**config.mk**
```make
export PLATFORM = sky130hd
export DESIGN_NAME = ebc_area_cfg
export DESIGN_NICKNAME = d
export VERILOG_FILES = /design/src/ebc_cycle_timer.v /design/src/ebc_area_cfg.v
export VERILOG_INCLUDE_DIRS = /design/src
export SDC_FILE = /design/constraint.sdc
export NUM_CORES = 1
export LEC_CHECK = 0
export BUFFER_PORTS_ARGS = -buffer_cell sky130_fd_sc_hd__buf_2
export CORE_UTILIZATION = 47
export CTS_BUF_LIST = sky130_fd_sc_hd__clkbuf_16
export CTS_CLUSTER_SIZE = 8
export DETAILED_ROUTE_END_ITERATION = 12
export GPL_TIMING_DRIVEN = 0
export PLACE_DENSITY = 0.73
export SLEW_MARGIN = 5
export SYNTH_ARGS = -nofsm -noshare
export SYNTH_HDL_FRONTEND = slang
export SYNTH_SLANG_ARGS = --single-unit
```
**constraint.sdc**
```tcl
create_clock -name clk -period 1.79 [get_ports clk]
set_input_delay 0.0895 -clock clk [delete_from_list [all_inputs] [get_ports clk]]
set_output_delay 0.0895 -clock clk [all_outputs]
set_load 0.005 [all_outputs]
```
**src/ebc_defs.vh**
```
// Constants for the external area access configuration block.
`ifndef EBC_DEFS_VH
`define EBC_DEFS_VH

// ****************************************
// Register offsets
// ****************************************
`define EBC_OFS_BUS_WIDTH 16'hfed0
`define EBC_OFS_ACCESS_STATE 16'hfed1
`define EBC_OFS_UPPER_WAIT 16'hfed2

// ****************************************
// Reset values
// ****************************************
`define EBC_RST_WIDTH_WIDE 8'h00
`define EBC_RST_WIDTH_NARROW 8'hff
`define EBC_RST_ACCESS_STATE 8'hff
`define EBC_RST_UPPER_WAIT 8'hff
`define EBC_MODE_WIDE_RESET 3'h4

// ****************************************
// Field positions
// ****************************************
`define EBC_AREA_MSB 23
`define EBC_AREA_LSB 21
`define EBC_WAIT_AREA4_LSB 0

// ****************************************
// Cycle timing counts: states per cycle, and clocks per state tick
// ****************************************
`define EBC_STATES_TWO 3'h2
`define EBC_STATES_THREE 3'h3
`define EBC_STATE_DIV 4'h2

`endif

```
**src/ebc_cycle_timer.v**
```verilog
// State sequencer for one external bus cycle.
`timescale 1ns/100ps
`include "ebc_defs.vh"

module ebc_cycle_timer (
    clk,
    rst,
    state_tick,
    start,
    three_state,
    wait_states,
    busy_ff,
    in_wait_ff,
    state_num_ff,
    done_ff
);
    input wire clk;
    input wire rst;
    input wire state_tick;
    input wire start;
    input wire three_state;
    input wire [1:0] wait_states;
    output reg busy_ff;
    output reg in_wait_ff;
    output reg [2:0] state_num_ff;
    output reg done_ff;

    reg [2:0] total_ff;
    reg [1:0] waits_ff;
    reg [2:0] nxt_state_num;

    // Waits sit between the second state and the last one.
    always @* begin
        nxt_state_num = state_num_ff + 3'h1;
    end

    always @(posedge clk) begin
        if (rst) begin
            busy_ff <= 1'b0;
            in_wait_ff <= 1'b0;
            state_num_ff <= 3'h0;
            done_ff <= 1'b0;
            total_ff <= 3'h0;
            waits_ff <= 2'h0;
        end else begin
            done_ff <= 1'b0;
            if (start && !busy_ff) begin
                busy_ff <= 1'b1;
                state_num_ff <= 3'h0;
                in_wait_ff <= 1'b0;
                if (three_state) begin
                    total_ff <= `EBC_STATES_THREE + {1'b0, wait_states};
                    waits_ff <= wait_states;
                end else begin
                    total_ff <= `EBC_STATES_TWO;
                    waits_ff <= 2'h0;
                end
            end else if (busy_ff && state_tick) begin
                if (nxt_state_num == total_ff) begin
                    busy_ff <= 1'b0;
                    done_ff <= 1'b1;
                    state_num_ff <= 3'h0;
                    in_wait_ff <= 1'b0;
                end else begin
                    state_num_ff <= nxt_state_num;
                    in_wait_ff <= (nxt_state_num >= 3'h2) &&
                        (nxt_state_num < 3'h2 + {1'b0, waits_ff});
                end
            end
        end
    end
endmodule

```
**src/ebc_area_cfg.v**
```verilog
// Per-area external bus width, access state and wait configuration.
//
// Added by the designer: the address-and-strobe port.
`timescale 1ns/100ps
`include "ebc_defs.vh"


module ebc_area_cfg (
    clk,
    rst,
    mode_pins,
    low_wait_codes,
    reg_addr,
    reg_wdata,
    reg_wr,
    reg_rd,
    reg_rdata_ff,
    acc_req,
    acc_external,
    acc_addr,
    acc_busy_ff,
    acc_done_ff,
    ext_cycle_ff,
    ext_area_ff,
    ext_width8_ff,
    ext_three_state_ff,
    ext_wait_count_ff,
    ext_state_num_ff,
    ext_in_wait_ff,
    ext_addr_ff
);
    parameter ADDR_W = 24;
    parameter STATE_DIV = `EBC_STATE_DIV;

    input wire clk;
    input wire rst;
    input wire [2:0] mode_pins;
    input wire [7:0] low_wait_codes;
    input wire [15:0] reg_addr;
    input wire [7:0] reg_wdata;
    input wire reg_wr;
    input wire reg_rd;
    output reg [7:0] reg_rdata_ff;
    input wire acc_req;
    input wire acc_external;
    input wire [ADDR_W-1:0] acc_addr;
    output reg acc_busy_ff;
    output reg acc_done_ff;
    output reg ext_cycle_ff;
    output reg [2:0] ext_area_ff;
    output reg ext_width8_ff;
    output reg ext_three_state_ff;
    output reg [1:0] ext_wait_count_ff;
    output wire [2:0] ext_state_num_ff;
    output wire ext_in_wait_ff;
    output reg [ADDR_W-1:0] ext_addr_ff;

    // ****************************************
    // Helper functions
    // ****************************************

    // Pick a 2-bit wait code for an area from the upper (areas 4-7) or lower (areas 0-3) wait field.
    function [1:0] wait_code;
        input [2:0] area;
        input [7:0] upper;
        input [7:0] lower;
        reg [7:0] sel;
        begin
            sel = area[2] ? upper : lower;
            case (area[1:0])
                2'h0: wait_code = sel[1:0];
                2'h1: wait_code = sel[3:2];
                2'h2: wait_code = sel[5:4];
                default: wait_code = sel[7:6];
            endcase
        end
    endfunction

    // Wait states are the code value itself: 00..11 give 0..3.
    function [1:0] wait_states;
        input [1:0] code;
        begin
            case (code)
                2'b00: wait_states = 2'h0;
                2'b01: wait_states = 2'h1;
                2'b10: wait_states = 2'h2;
                default: wait_states = 2'h3;
            endcase
        end
    endfunction

    // Pick the bit of one area out of an eight-bit per-area field.
    function area_bit;
        input [7:0] flags;
        input [2:0] area;
        begin
            case (area)
                3'h0: area_bit = flags[0];
                3'h1: area_bit = flags[1];
                3'h2: area_bit = flags[2];
                3'h3: area_bit = flags[3];
                3'h4: area_bit = flags[4];
                3'h5: area_bit = flags[5];
                3'h6: area_bit = flags[6];
                default: area_bit = flags[7];
            endcase
        end
    endfunction

    // Bus-width reset value for the operating mode seen at the pins.
    function [7:0] width_reset;
        input [2:0] mode;
        begin
            if (mode == `EBC_MODE_WIDE_RESET) begin
                width_reset = `EBC_RST_WIDTH_WIDE;
            end else begin
                width_reset = `EBC_RST_WIDTH_NARROW;
            end
        end
    endfunction

    // ****************************************
    // Mode pin synchroniser
    // ****************************************
    // The mode pins are asynchronous, so only the second flop is read.
    reg [2:0] mode_meta_ff;
    reg [2:0] mode_sync_ff;

    always @(posedge clk) begin
        mode_meta_ff <= mode_pins;
        mode_sync_ff <= mode_meta_ff;
    end

    // ****************************************
    // Configuration registers
    // ****************************************
    reg [7:0] bus_width_ff;
    reg [7:0] access_state_ff;
    reg [7:0] upper_wait_ff;
    reg width_loaded_ff;
    wire hit_width;
    wire hit_state;
    wire hit_wait;

    // Only the three mapped offsets answer; any other reads as zero.
    assign hit_width = (reg_addr == `EBC_OFS_BUS_WIDTH);
    assign hit_state = (reg_addr == `EBC_OFS_ACCESS_STATE);
    assign hit_wait = (reg_addr == `EBC_OFS_UPPER_WAIT);

    // The width reset value follows the mode caught just after release.
    always @(posedge clk) begin
        if (rst) begin
            bus_width_ff <= `EBC_RST_WIDTH_NARROW;
            width_loaded_ff <= 1'b0;
        end else if (reg_wr && hit_width) begin
            bus_width_ff <= reg_wdata;
            width_loaded_ff <= 1'b1;
        end else if (!width_loaded_ff) begin
            width_loaded_ff <= 1'b1;
            bus_width_ff <= width_reset(mode_sync_ff);
        end
    end

    always @(posedge clk) begin
        if (rst) begin
            access_state_ff <= `EBC_RST_ACCESS_STATE;
            upper_wait_ff <= `EBC_RST_UPPER_WAIT;
        end else if (reg_wr) begin
            if (hit_state) begin
                access_state_ff <= reg_wdata;
            end
            if (hit_wait) begin
                upper_wait_ff <= reg_wdata;
            end
        end
    end

    // ****************************************
    // Register read-back
    // ****************************************

    // Read data stand for the single cycle after the strobe.
    always @(posedge clk) begin
        if (rst) begin
            reg_rdata_ff <= 8'h00;
        end else if (reg_rd) begin
            if (hit_width) begin
                reg_rdata_ff <= bus_width_ff;
            end else if (hit_state) begin
                reg_rdata_ff <= access_state_ff;
            end else if (hit_wait) begin
                reg_rdata_ff <= upper_wait_ff;
            end else begin
                reg_rdata_ff <= 8'h00;
            end
        end else begin
            reg_rdata_ff <= 8'h00;
        end
    end

    // ****************************************
    // State tick divider
    // ****************************************
    // One bus state lasts STATE_DIV clocks; the tick is a one-cycle enable.
    reg [3:0] div_cnt_ff;
    reg state_tick_ff;

    always @(posedge clk) begin
        if (rst) begin
            div_cnt_ff <= 4'h0;
            state_tick_ff <= 1'b0;
        end else if (div_cnt_ff == STATE_DIV[3:0] - 4'h1) begin
            div_cnt_ff <= 4'h0;
            state_tick_ff <= 1'b1;
        end else begin
            div_cnt_ff <= div_cnt_ff + 4'h1;
            state_tick_ff <= 1'b0;
        end
    end

    // ****************************************
    // Access decode
    // ****************************************
    wire [2:0] req_area;
    wire req_three;
    wire [1:0] req_waits;
    reg timer_start_ff;
    wire req_width8;
    wire timer_done;

    assign req_area = acc_addr[`EBC_AREA_MSB:`EBC_AREA_LSB];
    assign req_three = area_bit(access_state_ff, req_area);
    assign req_width8 = area_bit(bus_width_ff, req_area);
    assign req_waits = wait_states(wait_code(req_area, upper_wait_ff,
        low_wait_codes));

    always @(posedge clk) begin
        if (rst) begin
            acc_busy_ff <= 1'b0;
            acc_done_ff <= 1'b0;
            ext_cycle_ff <= 1'b0;
            ext_area_ff <= 3'h0;
            ext_width8_ff <= 1'b0;
            ext_three_state_ff <= 1'b0;
            ext_wait_count_ff <= 2'h0;
            ext_addr_ff <= {ADDR_W{1'b0}};
            timer_start_ff <= 1'b0;
        end else begin
            acc_done_ff <= 1'b0;
            timer_start_ff <= 1'b0;
            if (acc_req && !acc_busy_ff) begin
                if (acc_external) begin
                    acc_busy_ff <= 1'b1;
                    ext_cycle_ff <= 1'b1;
                    ext_area_ff <= req_area;
                    ext_addr_ff <= acc_addr;
                    // A set bit selects 8 bits, a clear one 16 bits.
                    ext_width8_ff <= req_width8;
                    ext_three_state_ff <= req_three;
                    if (req_three) begin
                        ext_wait_count_ff <= req_waits;
                    end else begin
                        ext_wait_count_ff <= 2'h0;
                    end
                    timer_start_ff <= 1'b1;
                end else begin
                    // Internal accesses finish at once, with no waits.
                    acc_done_ff <= 1'b1;
                end
            end else if (timer_done) begin
                acc_busy_ff <= 1'b0;
                ext_cycle_ff <= 1'b0;
                acc_done_ff <= 1'b1;
            end
        end
    end

    // ****************************************
    // External cycle sequencer
    // ****************************************
    // Its busy flag stays open: acc_busy_ff already spans the cycle.
    ebc_cycle_timer u_timer (
        .clk(clk),
        .rst(rst),
        .state_tick(state_tick_ff),
        .start(timer_start_ff),
        .three_state(ext_three_state_ff),
        .wait_states(ext_wait_count_ff),
        .busy_ff(),
        .in_wait_ff(ext_in_wait_ff),
        .state_num_ff(ext_state_num_ff),
        .done_ff(timer_done)
    );
endmodule

```
==> flow_metrics.py <==
metrics = {
    "cts": {
        "cts_max_level": 3,
        "clk_latency_ns": 0.33,
        "cts.sinks": 86,
        "cts_buffer_depth": 2,
        "cts_tree": "done",
        "cts_root_buf": "clkbuf_16",
        "numCtsBuffers": 9,
        "clk_pin_slew_worst_paths_ns": 0.06,
    },
    "global_route": {
        "antenna_found_initial": 0,
        "overflow": 0,
        "first_global_vias": 2957,
        "grtUsageTotal": 0.230,
        "grt_max_degree": 16,
        "grt_pass1_wl_um": 13800,
    },
    "place": {
        "place.gp.congestion": 0.862,
        "io_buffers": 108,
        "hpwl_um": 6540,
    },
    "drt": {
        "wl_per_cell_um": 14.9,
        "vias": 3382,
        "drt.antenna.violating_nets": 0,
        "routed_via_density": 5.47,
        "drc": 0,
        "wirelength_um": 9230,
        "drt_pass1_iterations": 5,
        "drt_iter0_drc": 153,
    },
    "cells_and_area": {
        "multi_input_area_mm2": 0.00175,
        "finish.utilization": 0.665,
        "ff_latch_area_mm2": 0.00172,
        "layout-drive-gt1-share": 0.279,
        "area.growth.synth_to_final_pct": 34.9,
        "antenna_cells": 0,
        "layout.nets": 586,
        "nFillCells": 582,
    },
    "min_path": {
        "hold_class": "primary input to flop",
    },
    "logic_synthesis": {
        "synth_edf_count": 0,
        "synth_ff_type": "dfxtp_1",
        "netlist_area_mm2": 0.00361,
        "synth_area_leader_cell": "dfxtp_1",
        "syn_inst": 372,
        "avgSynthCellArea_um2": 9.71,
        "ys_seq_elements": 86,
        "yosysTopAreaCellShare": 0.476,
        "yosysUniqueCellTypes": 47,
        "syn-num-nets": 444,
        "synth-seq-area-share": 0.476,
        "yosysWarnings": 0,
        "synth_async_sr_flop_share": 0,
        "yosys-top-cells-area": "dfxtp_1 48%, mux2i_1 6.1%, a22o_1 5.8%, nor3_1 3.6%, nor2_1 3.3%",
    },
    "die": {
        "die_h_um": 89.7,
        "die_area_mm2": 0.00804,
        "start_util": 0.493,
        "rows": 31,
        "die_w_um": 89.7,
        "io_pins": 111,
        "core_mm2": 0.00733,
    },
    "power": {
        "cellLeakagePower_nw": 2.15,
        "finalPower_mw": 4.45,
        "p_per_area_mw_per_mm2": 913,
        "irDropWorstVdd_v": 0.000609,
    },
    "sta": {
        "relSlewSlack": 0.433,
        "finalSetupViolCount": 0,
        "report.final.slew_viol_count": 0,
        "fin_crit_sh": 0.913,
        "finalClockSkew_ns": 0.00844,
        "fin_crit_ns": 1.63,
        "worstMarginPinSlew_ns": 0.843,
        "max_freq_ghz": 0.612,
        "grt_setup_unrepaired": "false",
        "hold_viol": 0,
    },
    "worst_setup_path": {
        "cp_max_fo": 6,
        "crit_path_end_kind": "flop",
        "worst_path_dominant_cell_family": "compound AO/OA/AOI/OAI gates",
        "cp_slowest_cell": "dfxtp_2",
        "arrival_ns": 1.89,
        "worstSetupStartpointType": "flop",
        "crit_type": "flop to flop",
        "cp.required_ns": 2.04,
        "cp_slowest_stage_delay_ns": 0.42,
        "cp_cell_sequence": "ha_1, xnor3_1, a41oi_2, nand2_1, a211oi_1",
        "crit_buf_inv": 0,
    },
    "run": {
        "drv_cap": 0,
    },
    "status": {
        "status": "completed",
    },
}
==> layout make-up <==
cell class                 count  share of cell area
tap                           99              0.0254
inverter                      11             0.00847
timing repair buffer         132               0.160
clock buffer                   9              0.0462
clock inverter                 7              0.0198
buffer                        28              0.0267
sequential                    86               0.353
multi-input combinational    246               0.360
==> routing by layer <==
metal  track usage  vias to the layer above  part of all wire
met5             0                        -                 0
met1         0.291                     1596              0.43
met2         0.391                      157              0.48
met4        0.0707                        0             0.015
li1              -                     1610                 -
met3        0.0539                       19             0.081
==> worst paths after layout <==
kind | cells past startpoint | slack, ns | from | end
setup / recovery | 5 | 0.16 | u_timer.state_num_ff[0]$_SDFFE_PP0P_ | u_timer.state_num_ff[1]$_SDFFE_PP0P_
setup reg to reg | 5 | 0.16 | u_timer.state_num_ff[0]$_SDFFE_PP0P_ | u_timer.state_num_ff[1]$_SDFFE_PP0P_
hold / removal | 3 | 0.06 | reg_wdata[4] | upper_wait_ff[4]$_SDFFE_PP1P_
hold reg to reg | 0 | 0.33 | mode_meta_ff[2]$_DFF_P_ | mode_sync_ff[2]$_DFF_P_
==> cells in the final DEF (no fill, tap or decap), types with 4 or more instances in the layout <==
master and n:
nand2b_1 11, nor3b_1 5, inv_1 11, clkbuf_1 18
a22o_1 24, buf_2 108, nand2_1 21, buf_4 4
nor2_1 32, a21oi_1 16, clkbuf_16 9, dlygate4sd3_1 24
dfxtp_1 85, o21ai_0 21, ha_1 6, a22oi_1 8
mux4_2 5, nand3_1 7, nor3_1 26, mux2i_1 22
==> tightest hold or removal path: cells and delay by family <==
family / cells / cell delay [ns]
mux: 1 / 0.11
buf+inv: 1 / 0.10
simple gates: 1 / 0.05
==> state kept, by name (all words and copies together) (netlist names), 2 cells and up <==
signal and count:
ext_addr_ff 21, access_state_ff 8, bus_width_ff 8, reg_rdata_ff 8
upper_wait_ff 8, div_cnt_ff 4, ext_area_ff 3, mode_meta_ff 3
mode_sync_ff 3, u_timer.state_num_ff 3, u_timer.total_ff 3, ext_wait_count_ff 2
u_timer.waits_ff 2
==> power breakdown <==
group | internal [mW] | switching [mW] | total (mW) | leakage (nW)
sequential | 1.99 | 0.0494 | 2.04 | 0.703
clock | 1.22 | 0.752 | 1.98 | 0.150
combinational | 0.221 | 0.217 | 0.438 | 1.30
total | 3.43 | 1.02 | 4.45 | 2.15
==> synth_stat cells, drive strengths merged, types with 3 or more instances <==
cell type,count
o21ai,22
xor2,3
dfxtp,86
nor3,27
mux4,5
nand4b,3
o21a,3
nand2b,11
nor3b,5
xnor2,3
nand2,21
nor2b,3
ha,7
a22oi,8
nand3,7
clkbuf,20
a22o,24
buf,9
inv,11
mux2i,22
a21oi,16
nor2,32
==> stage by stage <==
stage | area (um2) | worst slack (ns) | TNS, ns | hold slack (ns) | std cells
after floorplan | 3610 | 0.194 | 0 | 0.117 | 372
after global placement | 4280 | -0.588 | -4.65 | 0.192 | 579
after detailed placement | 4280 | -0.538 | -4.27 | 0.193 | 579
after CTS | 4850 | 0.0206 | 0 | 0.0561 | 619
after global routing | 4870 | 0.0209 | 0 | 0.0701 | 618
final | 4870 | 0.156 | 0 | 0.0578 | 618
==> kinds of logic after synthesis <==
| logic type | synth area share |
|---|---|
| mux | 0.0952 |
| compound gates | 0.155 |
| flops | 0.476 |
| xor+xnor | 0.0208 |
| buf+inv | 0.0478 |
| fa+ha+maj | 0.0242 |
| simple gates | 0.180 |
==> what timing repair did <==
| item | 4_1_cts | 5_1_grt |
|---|---|---|
| setup endpoints to repair | 8 | 28 |
| endpoints found under the hold margin | 24 | 0 |
| hold buffers | 24 | 0 |
| buffers inserted | 0 | 0 |
| pin swaps | 0 | 0 |
| gates resized for setup | 1 | 8 |
| gates cloned | 0 | 0 |
Note: power is estimated with default switching activity, not from simulation.
